===== src/rtl/hbs_pkg.sv =====
// Purpose: Shared constants and types of the H-bridge mode sequencer.
// Assumes: A 20 MHz system clock; the fault-pulse, power-down and turn-on counts below are derived from it.
// Notes: Fault-pulse, power-down and turn-on figures are kept in nanoseconds and converted to cycles here; the chop period is given in cycles.
package hbs_pkg;

	////////////////////////////////////////////////////////////////////////////////
	localparam int CLK_MHZ = 20;
	localparam int FAULT_PULSE_MIN_NS = 1000;
	localparam int FAULT_PULSE_CYC = (FAULT_PULSE_MIN_NS * CLK_MHZ + 999) / 1000;
	localparam int POWERDOWN_DELAY_MIN_NS = 8000;
	localparam int POWERDOWN_DELAY_CYC = (POWERDOWN_DELAY_MIN_NS * CLK_MHZ + 999) / 1000;
	localparam int TURN_ON_MAX_NS = 1000000;
	localparam int TURN_ON_CYC = TURN_ON_MAX_NS * CLK_MHZ / 1000;
	localparam int CHOP_PERIOD_CYC = 1000;
	localparam int TIMER_W = 16;
	localparam int PULSE_W = 8;

	////////////////////////////////////////////////////////////////////////////////
	localparam logic [7:0] REG_CTRL = 8'h00;
	localparam logic [7:0] REG_STATUS = 8'h04;
	localparam int CTRL_DIR_A = 0;
	localparam int CTRL_DIR_B = 1;
	localparam int CTRL_OUT_EN = 2;
	localparam int CTRL_HALF = 3;
	localparam int CTRL_SLEW_LSB = 4;
	localparam logic [7:0] CTRL_RESET = 8'h30;
	localparam int ST_OVERCURRENT = 0;
	localparam int ST_OVERTEMP = 1;
	localparam int ST_PUMP_UV = 2;
	localparam int ST_THERMAL_WARN = 3;
	localparam int ST_TURN_ON_TIMEOUT = 4;
	localparam int FAULT_W = 5;
	localparam logic [4:0] FAULT_RESET = 5'h00;
	localparam logic [4:0] HARD_FAULTS = 5'h17;

	////////////////////////////////////////////////////////////////////////////////
	typedef enum logic [2:0] {
		HBS_SLEEP = 3'h0,
		HBS_POWERUP = 3'h1,
		HBS_STANDBY = 3'h3,
		HBS_NORMAL = 3'h2,
		HBS_FAULT = 3'h6,
		HBS_POWERDOWN = 3'h4
	} hbs_mode_t;

	typedef struct packed {
		logic hs_a;
		logic ls_a;
		logic hs_b;
		logic ls_b;
	} hbs_gates_t;

	typedef struct packed {
		logic overcurrent;
		logic current_limit;
		logic overtemp;
		logic thermal_warn;
		logic thermal_stress;
		logic rail_ok;
		logic supplies_ready;
		logic pump_ok;
	} hbs_sense_t;

endpackage : hbs_pkg


===== src/rtl/hbs_sequencer.sv =====
// Purpose: Mode sequencer, protection and bridge switch control of an H-bridge driver.
// Assumes: Pins and analog comparator flags are asynchronous; registers sit on classic Wishbone.
// Notes: Every reaction to a pin or sense flag lags it by the three-stage synchroniser.
`timescale 1ns/1ns
module hbs_sequencer #(
	parameter int TURN_ON_CYC = hbs_pkg::TURN_ON_CYC,
	parameter int CHOP_PERIOD = hbs_pkg::CHOP_PERIOD_CYC
) (
	// Clock and reset.
	input wire logic clk_i,
	input wire logic rst_i,
	// Wishbone slave.
	input wire logic [7:0] wb_adr_i,
	input wire logic [31:0] wb_dat_i,
	input wire logic [3:0] wb_sel_i,
	input wire logic wb_we_i,
	input wire logic wb_cyc_i,
	input wire logic wb_stb_i,
	output logic [31:0] wb_dat_o,
	output logic wb_ack_o,
	// Control pins from the microcontroller.
	input wire logic dir_input_a_i,
	input wire logic dir_input_b_i,
	input wire logic wake_enable_pin_i,
	input wire logic output_disable_pin_i,
	// Analog comparator and supply flags.
	input wire hbs_pkg::hbs_sense_t sense_i,
	// Bridge drive.
	output hbs_pkg::hbs_gates_t gates_o,
	output logic bridge_out_a_oe_o,
	output logic bridge_out_b_oe_o,
	output logic [2:0] slew_rate_o,
	output logic regulator_en_o,
	// Open-drain fault status pin.
	output logic fault_status_n_o,
	output logic fault_status_n_oe_o
);

	////////////////////////////////////////////////////////////////////////////////
	// Input synchroniser: a change counts once the second and third stages agree.
	logic [11:0] sync1;
	logic [11:0] sync2;
	logic [11:0] sync3;
	logic [11:0] filt;
	wire [11:0] raw_in = {dir_input_a_i, dir_input_b_i, wake_enable_pin_i, output_disable_pin_i, sense_i};
	wire [11:0] agree = ~(sync2 ^ sync3);
	wire [11:0] next_filt = (sync3 & agree) | (filt & ~agree);

	always_ff @(posedge clk_i) begin
		if (rst_i) begin
			sync1 <= 12'h000;
			sync2 <= 12'h000;
			sync3 <= 12'h000;
			filt <= 12'h000;
		end else begin
			sync1 <= raw_in;
			sync2 <= sync1;
			sync3 <= sync2;
			filt <= next_filt;
		end
	end

	hbs_pkg::hbs_sense_t sense;
	assign sense = filt[7:0];
	wire pin_dir_a = filt[11];
	wire pin_dir_b = filt[10];
	wire en_lvl = filt[9];
	wire dis_lvl = filt[8];

	logic en_prev;
	logic dis_prev;
	wire en_rise = en_lvl & ~en_prev;
	wire dis_fall = ~dis_lvl & dis_prev;

	always_ff @(posedge clk_i) begin
		if (rst_i) begin
			en_prev <= 1'b0;
			dis_prev <= 1'b0;
		end else begin
			en_prev <= en_lvl;
			dis_prev <= dis_lvl;
		end
	end

	////////////////////////////////////////////////////////////////////////////////
	// Register slave: one-cycle answer, unmapped addresses read zero and ignore writes.
	logic [7:0] ctrl;
	logic [4:0] latched;
	hbs_pkg::hbs_mode_t mode;
	hbs_pkg::hbs_mode_t next_mode;

	wire wb_req = wb_cyc_i & wb_stb_i & ~wb_ack_o;
	wire hit_ctrl = wb_adr_i == hbs_pkg::REG_CTRL;
	wire hit_status = wb_adr_i == hbs_pkg::REG_STATUS;
	wire wr_ctrl = wb_req & wb_we_i & hit_ctrl & wb_sel_i[0];
	wire wr_status = wb_req & wb_we_i & hit_status & wb_sel_i[0];
	wire [31:0] status_word = {21'h000000, mode, 3'h0, latched};
	wire [31:0] next_rdata = hit_ctrl ? {24'h000000, 1'b0, ctrl[6:0]} : (hit_status ? status_word : 32'h00000000);

	always_ff @(posedge clk_i) begin
		if (rst_i) begin
			wb_ack_o <= 1'b0;
			wb_dat_o <= 32'h00000000;
			ctrl <= hbs_pkg::CTRL_RESET;
		end else begin
			wb_ack_o <= wb_req;
			wb_dat_o <= wb_req ? next_rdata : 32'h00000000;
			if (wr_ctrl) begin
				ctrl <= {1'b0, wb_dat_i[6:0]};
			end
		end
	end

	////////////////////////////////////////////////////////////////////////////////
	// Fault latches: a new event wins over a clear in the same cycle.
	wire powered = (mode != hbs_pkg::HBS_SLEEP) & (mode != hbs_pkg::HBS_POWERDOWN);
	logic [hbs_pkg::TIMER_W-1:0] tmr;
	wire turn_on_late = tmr >= hbs_pkg::TIMER_W'(TURN_ON_CYC - 1);
	wire to_evt = (mode == hbs_pkg::HBS_POWERUP) & en_lvl & ~sense.supplies_ready & turn_on_late;
	wire [4:0] present = {
		to_evt,
		sense.thermal_warn,
		powered & ~sense.pump_ok & (mode != hbs_pkg::HBS_POWERUP),
		sense.overtemp,
		sense.overcurrent
	};
	wire clr_edge = dis_fall | en_rise;
	wire [4:0] clr_mask = (wr_status ? wb_dat_i[4:0] : 5'h00) | (clr_edge ? 5'h1f : 5'h00);
	wire [4:0] next_latched = (latched & ~clr_mask) | present;
	wire fault_now = |(present & hbs_pkg::HARD_FAULTS);
	wire hard = fault_now | (|(latched & hbs_pkg::HARD_FAULTS));

	always_ff @(posedge clk_i) begin
		if (rst_i) begin
			latched <= hbs_pkg::FAULT_RESET;
		end else begin
			latched <= next_latched;
		end
	end

	////////////////////////////////////////////////////////////////////////////////
	// Mode machine and its timers.
	logic [hbs_pkg::PULSE_W-1:0] pulse_cnt;
	wire pulse_done = pulse_cnt >= hbs_pkg::PULSE_W'(hbs_pkg::FAULT_PULSE_CYC);
	wire pd_done = tmr >= hbs_pkg::TIMER_W'(hbs_pkg::POWERDOWN_DELAY_CYC - 1);
	wire op_normal = ctrl[hbs_pkg::CTRL_OUT_EN] & ~dis_lvl;
	hbs_pkg::hbs_mode_t op_mode;
	assign op_mode = op_normal ? hbs_pkg::HBS_NORMAL : hbs_pkg::HBS_STANDBY;

	always_comb begin
		next_mode = mode;
		case (mode)
			hbs_pkg::HBS_SLEEP: begin
				if (en_rise & sense.rail_ok) begin
					next_mode = hbs_pkg::HBS_POWERUP;
				end
			end
			hbs_pkg::HBS_POWERUP: begin
				if (~en_lvl) begin
					next_mode = hbs_pkg::HBS_POWERDOWN;
				end else if (pulse_done & sense.pump_ok & ~hard) begin
					next_mode = op_mode;
				end else if (to_evt) begin
					next_mode = hbs_pkg::HBS_FAULT;
				end
			end
			hbs_pkg::HBS_STANDBY, hbs_pkg::HBS_NORMAL: begin
				if (~en_lvl) begin
					next_mode = hbs_pkg::HBS_POWERDOWN;
				end else if (hard) begin
					next_mode = hbs_pkg::HBS_FAULT;
				end else begin
					next_mode = op_mode;
				end
			end
			hbs_pkg::HBS_FAULT: begin
				if (~en_lvl) begin
					next_mode = hbs_pkg::HBS_POWERDOWN;
				end else if (~hard) begin
					next_mode = op_mode;
				end
			end
			hbs_pkg::HBS_POWERDOWN: begin
				if (pd_done & ~sense.supplies_ready & ~dis_lvl) begin
					next_mode = hbs_pkg::HBS_SLEEP;
				end
			end
			default: begin
				next_mode = hbs_pkg::HBS_SLEEP;
			end
		endcase
	end

	// The timer saturates so that a stuck supply never wraps into a false deadline.
	wire tmr_max = &tmr;
	wire [hbs_pkg::TIMER_W-1:0] next_tmr = (next_mode != mode) ? '0 : (tmr_max ? tmr : tmr + 1'b1);
	wire pulse_run = (mode == hbs_pkg::HBS_POWERUP) & fault_status_n_oe_o & ~pulse_done;
	wire [hbs_pkg::PULSE_W-1:0] next_pulse = (mode != hbs_pkg::HBS_POWERUP) ? '0 : (pulse_run ? pulse_cnt + 1'b1 : pulse_cnt);

	always_ff @(posedge clk_i) begin
		if (rst_i) begin
			mode <= hbs_pkg::HBS_SLEEP;
			tmr <= '0;
			pulse_cnt <= '0;
		end else begin
			mode <= next_mode;
			tmr <= next_tmr;
			pulse_cnt <= next_pulse;
		end
	end

	////////////////////////////////////////////////////////////////////////////////
	// Current-limit chopping: a limit hit blanks the high side until the period ends.
	// Doubling the period under thermal stress halves switching loss; the peak stays at the limit.
	logic [15:0] chop_cnt;
	logic chop_off;
	wire [15:0] chop_period = sense.thermal_stress ? 16'(2 * CHOP_PERIOD) : 16'(CHOP_PERIOD);
	wire chop_wrap = chop_cnt >= chop_period - 16'h0001;
	wire [15:0] next_chop_cnt = chop_wrap ? 16'h0000 : chop_cnt + 16'h0001;
	wire next_chop_off = sense.current_limit | (chop_off & ~chop_wrap);

	always_ff @(posedge clk_i) begin
		if (rst_i) begin
			chop_cnt <= 16'h0000;
			chop_off <= 1'b0;
		end else begin
			chop_cnt <= next_chop_cnt;
			chop_off <= next_chop_off;
		end
	end

	////////////////////////////////////////////////////////////////////////////////
	// Bridge switch pattern; half-bridge mode uses only the A half and floats the B half.
	wire dir_a = pin_dir_a | ctrl[hbs_pkg::CTRL_DIR_A];
	wire dir_b = pin_dir_b | ctrl[hbs_pkg::CTRL_DIR_B];
	wire half = ctrl[hbs_pkg::CTRL_HALF];
	wire drive = (next_mode == hbs_pkg::HBS_NORMAL) & ~fault_now;
	wire blank = chop_off | sense.current_limit;
	hbs_pkg::hbs_gates_t next_gates;
	assign next_gates.hs_a = drive & dir_a & ~blank;
	assign next_gates.ls_a = drive & ~dir_a;
	assign next_gates.hs_b = drive & ~half & dir_b & ~blank;
	assign next_gates.ls_b = drive & ~half & ~dir_b;
	wire next_oe_a = drive;
	wire next_oe_b = drive & ~half;
	wire next_reg_en = (next_mode != hbs_pkg::HBS_SLEEP) & ((next_mode != hbs_pkg::HBS_POWERDOWN) | ~pd_done);
	wire next_fs_oe = ((next_mode == hbs_pkg::HBS_POWERUP) & sense.supplies_ready)
		| (next_mode == hbs_pkg::HBS_FAULT)
		| (next_mode == hbs_pkg::HBS_POWERDOWN);

	always_ff @(posedge clk_i) begin
		if (rst_i) begin
			gates_o <= '0;
			bridge_out_a_oe_o <= 1'b0;
			bridge_out_b_oe_o <= 1'b0;
			slew_rate_o <= 3'h3;
			regulator_en_o <= 1'b0;
			fault_status_n_o <= 1'b0;
			fault_status_n_oe_o <= 1'b0;
		end else begin
			gates_o <= next_gates;
			bridge_out_a_oe_o <= next_oe_a;
			bridge_out_b_oe_o <= next_oe_b;
			slew_rate_o <= ctrl[hbs_pkg::CTRL_SLEW_LSB +: 3];
			regulator_en_o <= next_reg_en;
			fault_status_n_o <= 1'b0;
			fault_status_n_oe_o <= next_fs_oe;
		end
	end
endmodule : hbs_sequencer


===== config.mk =====
export PLATFORM = sky130hd
export DESIGN_NAME = hbs_sequencer
export DESIGN_NICKNAME = d
export VERILOG_FILES = /design/src/rtl/hbs_pkg.sv /design/src/rtl/hbs_sequencer.sv
export SDC_FILE = /design/constraint.sdc
export NUM_CORES = 1
export LEC_CHECK = 0
export BUFFER_PORTS_ARGS = -buffer_cell sky130_fd_sc_hd__clkbuf_2
export CAP_MARGIN = 10
export CORE_MARGIN = 5
export CORE_UTILIZATION = 58
export CTS_CLUSTER_SIZE = 16
export DETAILED_ROUTE_END_ITERATION = 7
export PLACE_DENSITY_LB_ADDON = 0.25
export SLEW_MARGIN = 5
export SYNTH_ARGS = -nofsm -noshare
export SYNTH_HDL_FRONTEND = slang
export SYNTH_SLANG_ARGS = --single-unit

===== constraint.sdc =====
create_clock -name clk_i -period 6.2 [get_ports clk_i]
set_input_delay 0.31 -clock clk_i [delete_from_list [all_inputs] [get_ports clk_i]]
set_output_delay 0.31 -clock clk_i [all_outputs]
set_load 0.1 [all_outputs]

==> results of run 1 <==
critical path, cell delays in order, from the launching register on:
cell	delay, ps
dfxtp_1	380
ha_1	200
nand4_1	280
nand4b_1	240
nand2_1	70
a31oi_1	360
or4b_1	670
nor4_4	250
cell type report:
class | count | area [um2] | share of cell area (%)
Clock buffer | 18 | 427.9 | 7.347
Clock inverter | 14 | 178.9 | 3.072
Inverter | 12 | 45.04 | 0.7734
Multi-Input combinational cell | 356 | 2096 | 35.98
Sequential cell | 128 | 2562 | 44.00
Tap cell | 105 | 131.4 | 2.256
Timing Repair Buffer | 66 | 382.9 | 6.574
per-stage QoR:
step	cell area [um2]	util [%]	hold slack, ps
after detailed placement	5127	62.72	425.8
after global placement	5127	62.72	416.0
after global routing	5824	71.24	9.850
final	5824	71.24	17.07
after CTS	5824	71.24	1.907
after floorplan	4956	-	401.3
metal layers:
layer	vias to the layer above	global-route usage (%)	part of all wire, %
met2	131	30.03	46
met5	-	0	0
li1	1823	-	-
met4	0	8.998	1.6
met3	14	6.129	7.1
met1	1654	23.44	45
logic make-up (layout without fill, tap and decap cells):
logic type,after synthesis,after routing,synth area share (%)
AND/OR/NAND/NOR,219,219,23.85
flip-flops,128,128,52.74
AO/OA/AOI/OAI,67,67,8.576
buffers and inverters,53,110,6.129
XOR/XNOR,23,23,4.146
multiplexers,13,13,2.678
adder cells (fa/ha/maj),7,7,1.803
other,1,27,0.07719
Yosys cell counts (2+ instances only):
| cell | count | area [um2] |
|---|---|---|
| buf_2 | 4 | 20.02 |
| a211o_1 | 2 | 17.52 |
| nor3_1 | 8 | 40.04 |
| o21ai_0 | 20 | 100.1 |
| mux2i_1 | 13 | 130.1 |
| xor2_1 | 13 | 113.9 |
| a31oi_1 | 8 | 50.05 |
| nand2b_1 | 2 | 12.51 |
| nor2_1 | 68 | 255.2 |
| nand3_1 | 9 | 45.04 |
| nand4_1 | 10 | 62.56 |
| nor4_1 | 3 | 18.77 |
| nor3_2 | 3 | 30.03 |
| nor2b_1 | 44 | 275.3 |
| and2_1 | 5 | 31.28 |
| or4_1 | 4 | 30.03 |
| and3_1 | 9 | 56.30 |
| nor3b_1 | 2 | 15.01 |
| inv_1 | 12 | 45.04 |
| nand3b_1 | 3 | 22.52 |
| nor4_2 | 3 | 37.54 |
| and4_1 | 2 | 17.52 |
| xnor2_1 | 10 | 87.58 |
| a211oi_1 | 2 | 15.01 |
| dfxtp_1 | 128 | 2562 |
| or2_2 | 2 | 12.51 |
| a21oi_1 | 19 | 95.09 |
| clkbuf_1 | 10 | 37.54 |
| buf_4 | 23 | 172.7 |
| buf_1 | 3 | 11.26 |
| or3_1 | 2 | 12.51 |
| ha_1 | 7 | 87.58 |
| nand2_1 | 36 | 135.1 |
how the worst max path moves through the flow:
stage | endpoint | slack (ps) | cells after the start
after floorplan | gates_o[1] | 4000 | 8
after CTS | gates_o[1] | 3660 | 7
after global routing | gates_o[1] | 3480 | 7
after global placement | gates_o[1] | 3680 | 7
after detailed placement | gates_o[1] | 3670 | 7
final | gates_o[1] | 3660 | 7
cell usage in the layout, fill, tap and decap left out, types with 8 or more instances in the layout:
master and count:
clkbuf_2 54, mux2i_1 13, nor2_1 68, nand4_1 10, conb_1 27, dfxtp_1 128, xor2_1 13, clkbuf_16 16
dlygate4sd3_1 9, a31oi_1 8, nor3_1 8, o21ai_0 20, nor2b_1 44, nand3_1 9, inv_1 12, and3_1 9
xnor2_1 10, a21oi_1 19, nand2_1 36
power groups by stage:
stage | logic (mW) | registers (mW) | clock network, mW
final | 0.104 | 0.843 | 0.999
after global routing | 0.110 | 0.844 | 1.06
after CTS | 0.104 | 0.843 | 1.01
after detailed placement | 0.0992 | 0.860 | 0
after global placement | 0.0983 | 0.860 | 0
after floorplan | 0.0938 | 0.860 | 0
state kept, by name (all words and copies together) (netlist names), 3 cells and up, named ones only:
register     count
latched          5
sync3           12
ctrl             7
sync1           12
tmr             16
chop_cnt        16
gates_o          4
pulse_cnt        8
wb_dat_o        10
mode             3
sync2           12
slew_rate_o      3
timing repair:
| action | CTS | global route |
|---|---|---|
| hold endpoints to repair | 9 | 0 |
| hold buffers | 9 | 0 |
| setup buffers | 0 | 0 |
| endpoints found under the setup margin | 0 | 0 |
==> summary.txt, run 1 <==
Status -> complete, no violations
Seq pwr share -> 43.3%
WL final -> 9.095 mm
# Max-Cap Violations -> 0
Most used flip-flop cell after synthesis -> dfxtp_1
Area Growth Syn to Fin -> 19.88%
Peak supply drop -> 0.2054 mV
Largest net degree at the start of global routing -> 79
Setup WS pre-CTS -> 3674 ps
Switch share -> 23.52%
Pwr dens -> 334.0 mW/mm2
Average wire per standard cell -> 13.01 um
Setup Skew -> 7.846 ps
Final nets -> 649
Setup TNS -> 0 ps
LEAKAGE -> 2.318 nW
Chip height -> 101.5 um
Reg-to-Reg End -> gates_o[1]
Total die area -> 0.01031 mm2
EDFF count, synth -> 0
Slew HR -> 50.32%
DRT iter0 DRCs -> 156
Register area share after synthesis -> 52.74%
TritonCTS Sinks -> 128
Die width -> 101.5 um
RSZ-0062 raised after global routing -> false
Initial Util -> 59.43%
Comb power frac -> 5.4%
Rows -> 33
Flop2flop setup slack -> 3660 ps
PostCTS Resize Cnt -> 0
Layout cells sized above 1 -> 16.84%
Final hold vios -> 0
TritonCTS Buffers -> 17
Filler Cell Count -> 600
Diode count -> 0
ANT nets after route -> 0
Net Switching -> 0.4576 mW
Hold Crit Class -> in -> reg
R2r worst-path depth -> 7
Critical path fanouts, max -> 7
Synthesis warning total -> 0
Inst Count DP -> 658
Reg-to-reg startpoint -> tmr[0]
CTS H-Tree Depth -> 4
Critical path origin -> tmr[0]
FF+latch count, synth -> 128
Async S/R FF share, synth -> 0%
Final worst-path cycle share -> 41.03%
Min cycle time layout -> 2544 ps
Vias in the first global route -> 3595
DP HPWL -> 5.988 mm
Reg clk slew, reported paths -> 60 ps
IO Port Bufs -> 54
Cell count after synthesis -> 511
CP Capture Type -> register
Clk pwr share -> 51.3%
Drt drc -> 0
Worst hold path cell count -> 2
Worst-margin pin slew -> 745.2 ps
Worst Hold End -> sync1[11]
Worst min-delay path startpoint -> dir_input_a_i
Setup crit start kind -> register
Total grt overflow -> 0
Gp weighted congestion -> 0.8550
CTS tree -> yes
WP data arrival -> 2970 ps
WP data required -> 6620 ps
Setup violations, final -> 0
Syn Area/Cell -> 9.508 um2
Unique masters post-synth -> 55
Max Root-Sink Buffers -> 2
Post-synthesis cell area -> 0.004858 mm2
Post-route setup slack -> 3656 ps
Fmax -> 0.3931 GHz
Final max-slew violation count -> 0
Initial antenna violation count -> 0
First-pass GRT wire length -> 15.56 mm
CORE AREA -> 0.008175 mm2
P_int -> 1.488 mW
Routed vias/inst -> 5.182
I/O pin count -> 106
Clock Tree Root -> clkbuf_8
Total power -> 1.945 mW
Critical path class -> reg -> reg
Non-filler cells, final -> 699
Aggregate global-route resource usage -> 18.96%
Via count -> 3622
Drt first pass iters -> 5
Later-pin clock latency in the skew report -> 510 ps
Note: power is estimated with default switching activity, not from simulation.
==> inputs of run 2 (changes only) <==
- CORE_UTILIZATION: 58 -> 48
- clock period: 6.2 -> 2.05 ns (I/O delays scaled with it)
==> run 2 against run 1 <==
The flow now finishes with violations (negative setup slack). Clock-buffer cell count increased by 2. Core utilization decreased by 3.4 points. Sequential share of layout area decreased by 5.4 points. Critical endpoint is now gates_o[2]. Maximum frequency increased by 21%. Sequential power increased to 3.0 times the previous value. Global-route usage decreased by 1.7 points.
==> summary.txt, run 2 (synthesized netlist as in run 1, its figures left out) <==
Largest regs -> chop_cnt (16), tmr (16)
Vias in the first global route -> 3795 (+5.6%)
Final nets -> 719 (+11%)
Top layer in use -> met4
Final hold vios -> 0 (unchanged)
Later-pin clock latency in the skew report -> 510 ps (about the same)
Initial Util -> 49.48% (-10 points)
CP Capture Type -> register
Worst-margin pin slew -> 573.1 ps (-172.1 ps)
Met2 wire length -> 5.331 mm (+28%)
WP data required -> 2470 ps (-4150 ps)
Average wire per standard cell -> 13.40 um (+3.0%)
Pwr dens -> 874.4 mW/mm2 (+160%)
Setup Skew -> 9.067 ps (+1.221 ps)
Diode count -> 0 (unchanged)
Setup TNS -> -169.3 ps (-169.3 ps)
Routed vias/inst -> 4.917 (-5.1%)
Hold Crit Class -> in -> reg
Total grt overflow -> 0 (unchanged)
Largest net degree at the start of global routing -> 60 (-24%)
Fmax -> 0.4741 GHz (+21%)
Inst Count DP -> 733 (+11%)
WP data arrival -> 2530 ps (-440 ps)
Chip height -> 110.6 um (+8.9%)
Critical path class -> reg -> reg
Failing checks -> negative setup slack
Reg clk slew, reported paths -> 60 ps (about the same)
Setup violations, final -> 6 (+6)
Aggregate global-route resource usage -> 17.29% (-1.7 points)
WL met3 -> 547 um (-15%)
Initial antenna violation count -> 0 (unchanged)
# Max-Cap Violations -> 0 (unchanged)
RSZ-0062 raised after global routing -> true
Die width -> 110.6 um (+8.9%)
LEAKAGE -> 2.681 nW (+16%)
Peak supply drop -> 0.6034 mV (+190%)
Slew HR -> 61.96% (+12 points)
Critical path fanouts, max -> 6 (-1)
ANT nets after route -> 0 (unchanged)
Worst hold path cell count -> 5 (+3)
DP HPWL -> 7.043 mm (+18%)
Drt first pass iters -> 4 (-1)
Area Growth Syn to Fin -> 37.08%
Min cycle time layout -> 2109 ps (-434.9 ps)
Placed inst area -> 0.005543 mm2 (+8.1%)
Gp weighted congestion -> 0.8590 (+0.47%)
TritonCTS Buffers -> 17 (unchanged)
Rows -> 36 (+9.1%)
Clock Tree Root -> clkbuf_8
DRT iter0 DRCs -> 178 (+14%)
Routed met1 length -> 4.517 mm (+9.6%)
I/O pin count -> 106 (unchanged)
Layout cells sized above 1 -> 28.66% (+12 points)
R2r worst-path depth -> 6 (-1)
CORE AREA -> 0.009819 mm2 (+20%)
Status -> finished with violations
CTS H-Tree Depth -> 4 (unchanged)
IO Port Bufs -> 54 (unchanged)
First-pass GRT wire length -> 17.45 mm (+12%)
Commonest cells after routing, fill and taps aside -> 120 x dfxtp_1, 60 x nor2_1, 54 x clkbuf_2
Via count -> 3914 (+8.1%)
WL final -> 10.67 mm (+17%)
Max Root-Sink Buffers -> 2 (unchanged)
Setup crit start kind -> register
TritonCTS Sinks -> 128 (unchanged)
Drt drc -> 0 (unchanged)
Non-filler cells, final -> 796 (+14%)
Final worst-path cycle share -> 102.9% (+62 points)
Filler Cell Count -> 724 (+21%)
Post-route setup slack -> -59.19 ps (-3715 ps)
Total die area -> 0.01223 mm2 (+19%)
Design Area, Final -> 0.006660 mm2 (+14%)
CTS tree -> yes
Commonest non-fill, non-tap cell in the layout -> dfxtp_1
Hold_ws -> 156.0 ps (+138.9 ps)
Total power -> 5.824 mW (+200%)
Final max-slew violation count -> 0 (unchanged)
-- run 2: report_power, final --
part | switching [mW] | internal, mW
clock network | 1.07 | 1.83
registers | 0.0182 | 2.53
logic | 0.273 | 0.106
-- run 2: critical path, stage by stage (launching register included) --
cell and delay (ps):
dfxtp_2 400, nor3_2 90, a211oi_4 340, a22oi_2 140, o31a_1 290, or4b_4 610
nor4_4 150
-- run 2: final cells by class --
type | count | area (um2) | area share [%]
Sequential cell | 128 | 2572 | 38.62
Multi-Input combinational cell | 356 | 2317 | 34.79
Timing Repair Buffer | 136 | 973.4 | 14.62
Clock buffer | 20 | 455.4 | 6.838
Tap cell | 133 | 166.4 | 2.499
Clock inverter | 11 | 130.1 | 1.954
Inverter | 12 | 45.04 | 0.6763
-- run 2: stage by stage --
step	utilization, %	setup WS (ps)
after detailed placement	56.45	-177.3
after global routing	67.83	-115.9
after CTS	65.95	-52.14
after floorplan	-	-86.20
final	67.83	-59.19
after global placement	56.45	-119.3
-- run 2: path summary, 6_finish.rpt --
check                            startpoint  slack [ps]          end
worst min register to register     sync1[1]         430     sync2[1]
worst min-delay path            wb_adr_i[1]         160  wb_dat_o[1]
worst max-delay path                tmr[15]         -60   gates_o[2]
worst max register to register      tmr[15]         -60   gates_o[2]
-- run 2: per-layer routing --
metal	GRT usage (%)	up-vias
met5	0	-
met4	8.210	0
met3	5.470	21
met2	29.05	119
met1	19.95	1811
li1	-	1963
-- run 2: repair_timing --
action	in CTS	in global routing
gates resized for setup	16	37
hold endpoints to repair	28	0
setup endpoints to repair	12	36
pin swaps	9	22
buffers inserted	4	5
hold buffers	24	0
==> inputs of run 3 (changes only) <==
- CORE_UTILIZATION: 48 -> 50
- CTS_BUF_LIST: unset -> sky130_fd_sc_hd__clkbuf_8
==> run 3 against run 2 <==
Global-route usage is 0.32 points higher. The flow still finishes with violations (negative setup slack). Clock-buffer cell count is 2 lower. Total power is 14% lower. Routed wire length is 6.8% lower. Critical path type unchanged. Highest routed layer unchanged. Non-clock buffer count is 14 lower.
==> summary.txt, run 3 (synthesized netlist as in run 1, its figures left out) <==
Status -> finished with violations
Failing checks -> negative setup slack
Setup TNS -> -191.8 ps (-22.49 ps)
Rows -> 36 (unchanged)
Register Area -> 0.002574 mm2 (about the same)
Drt first pass iters -> 4 (unchanged)
Util after Layout -> 64.52% (-3.3 points)
Total power -> 4.997 mW (-14%)
TritonCTS Sinks -> 128 (unchanged)
Inst Count DP -> 729 (-0.55%)
CP Capture Type -> register
Filler Cell Count -> 780 (+7.7%)
Chip height -> 108.6 um (-1.8%)
Pwr dens -> 803.4 mW/mm2 (-8.1%)
Hold_ws -> 61.11 ps (-94.91 ps)
Gp weighted congestion -> 0.8955 (+4.2%)
Critical path class -> reg -> reg
IO Port Bufs -> 54 (unchanged)
WP data arrival -> 2470 ps (-60 ps)
CTS H-Tree Depth -> 4 (unchanged)
RSZ-0062 raised after global routing -> true
Min cycle time layout -> 2123 ps (+13.73 ps)
TritonCTS Buffers -> 17 (unchanged)
Commonest non-fill, non-tap cell in the layout -> dfxtp_1
Max Root-Sink Buffers -> 2 (unchanged)
Largest regs -> chop_cnt (16), tmr (16)
Commonest cells after routing, fill and taps aside -> 121 x dfxtp_1, 67 x nor2_1, 54 x clkbuf_2
Final hold vios -> 0 (unchanged)
DP HPWL -> 6.978 mm (-0.93%)
Largest net degree at the start of global routing -> 52 (-13%)
WP data required -> 2390 ps (-80 ps)
Peak supply drop -> 0.4793 mV (-21%)
Area Growth Syn to Fin -> 28.02%
Vias in the first global route -> 3695 (-2.6%)
ANT nets after route -> 0 (unchanged)
Die width -> 108.6 um (-1.8%)
Hold Crit Class -> in -> reg
Initial Util -> 50.40% (+0.92 points)
Total die area -> 0.01179 mm2 (-3.6%)
Final worst-path cycle share -> 103.6% (+0.67 points)
Setup violations, final -> 5 (-1)
WL final -> 9.940 mm (-6.8%)
Clock Tree Root -> clkbuf_8
Worst-margin pin slew -> 553.5 ps (-19.64 ps)
I/O pin count -> 106 (unchanged)
Total grt overflow -> 0 (unchanged)
LEAKAGE -> 2.498 nW (-6.8%)
Non-filler cells, final -> 783 (-1.6%)
Critical path fanouts, max -> 6 (unchanged)
Final nets -> 705 (-1.9%)
Worst min-delay path startpoint -> wb_adr_i[2]
Layout cells sized above 1 -> 25.54% (-3.1 points)
Setup Skew -> 10.46 ps (+1.398 ps)
Setup crit start kind -> register
Fmax -> 0.4711 GHz (-0.65%)
Post-route setup slack -> -72.92 ps (-13.73 ps)
Routed vias/inst -> 4.898 (-0.39%)
# Max-Cap Violations -> 0 (unchanged)
Diode count -> 0 (unchanged)
Critical path origin -> latched[0]
Drt drc -> 0 (unchanged)
Later-pin clock latency in the skew report -> 430 ps (-80 ps)
CTS tree -> yes
Reg-to-reg startpoint -> latched[0]
Area of the multi-input gates -> 0.002203 mm2 (-4.9%)
Slew HR -> 63.26% (+1.3 points)
DRT iter0 DRCs -> 132 (-26%)
Final max-slew violation count -> 0 (unchanged)
Reg clk slew, reported paths -> 80 ps (+20 ps)
Aggregate global-route resource usage -> 17.61% (+0.32 points)
Average wire per standard cell -> 12.69 um (-5.3%)
Initial antenna violation count -> 0 (unchanged)
Via count -> 3835 (-2.0%)
First-pass GRT wire length -> 16.45 mm (-5.7%)
CORE AREA -> 0.009639 mm2 (-1.8%)
## run 3: changes by cell type in the layout (fill, tap and decap cells not counted), sizes merged
| cell | delta |
|---|---|
| buf | -11 |
| inv | +4 |
| clkbuf | -2 |
| dlygate4sd3 | -3 |
| bufinv | -1 |
## run 3: timing repair
action	CTS	global route
gates resized for setup	9	20
pin swaps	7	11
gates cloned	0	1
hold buffers	21	0
hold endpoints to repair	22	0
endpoints found under the setup margin	10	23
setup buffers	1	0
## run 3: stage by stage
| stage | worst slack, ps | cell area (um2) |
|---|---|---|
| 2_1_floorplan | -86.20 | 4971 |
| 3_3_place_gp | -86.47 | 5500 |
| 3_5_place_dp | -218.7 | 5500 |
| 4_1_cts | -91.40 | 6150 |
| 5_1_grt | -114.4 | 6220 |
| 6_report | -72.92 | 6220 |
## run 3: per-layer routing
metal	global-route usage [%]	vias to the layer above	routed length [um]
met4	5.861	0	146
li1	-	1940	-
met5	0	-	0
met3	4.716	16	478
met2	30.36	84	4959
met1	21.24	1795	4356
## run 3: path summary, 6_finish.rpt
path / to / slack (ps) / cells after the start
worst max-delay path: gates_o[2] / -70 / 6
worst min-delay path: wb_dat_o[5] / 60 / 2
worst max register to register: gates_o[2] / -70 / 6
worst min register to register: sync2[8] / 440 / 1
## run 3: cell type report
| cell class | instances | area share, % |
|---|---|---|
| Multi-Input combinational cell | 356 | 35.43 |
| Timing Repair Buffer | 122 | 13.46 |
| Clock inverter | 14 | 2.354 |
| Clock buffer | 18 | 3.983 |
| Tap cell | 133 | 2.676 |
| Inverter | 12 | 0.7242 |
| Sequential cell | 128 | 41.38 |
## run 3: worst max-delay path, stage by stage (launching register included)
cell and delay (ps):
dfxtp_2 340, nor4_4 300, o211a_1 210, a22oi_1 90, o31a_1 290, or4b_4 640, nor4_4 170
## run 3: report_power, final
group	switching [mW]	internal (mW)
Clock	1.07	1.03
Combinational	0.261	0.0926
Sequential	0.0170	2.52
Total	1.35	3.65
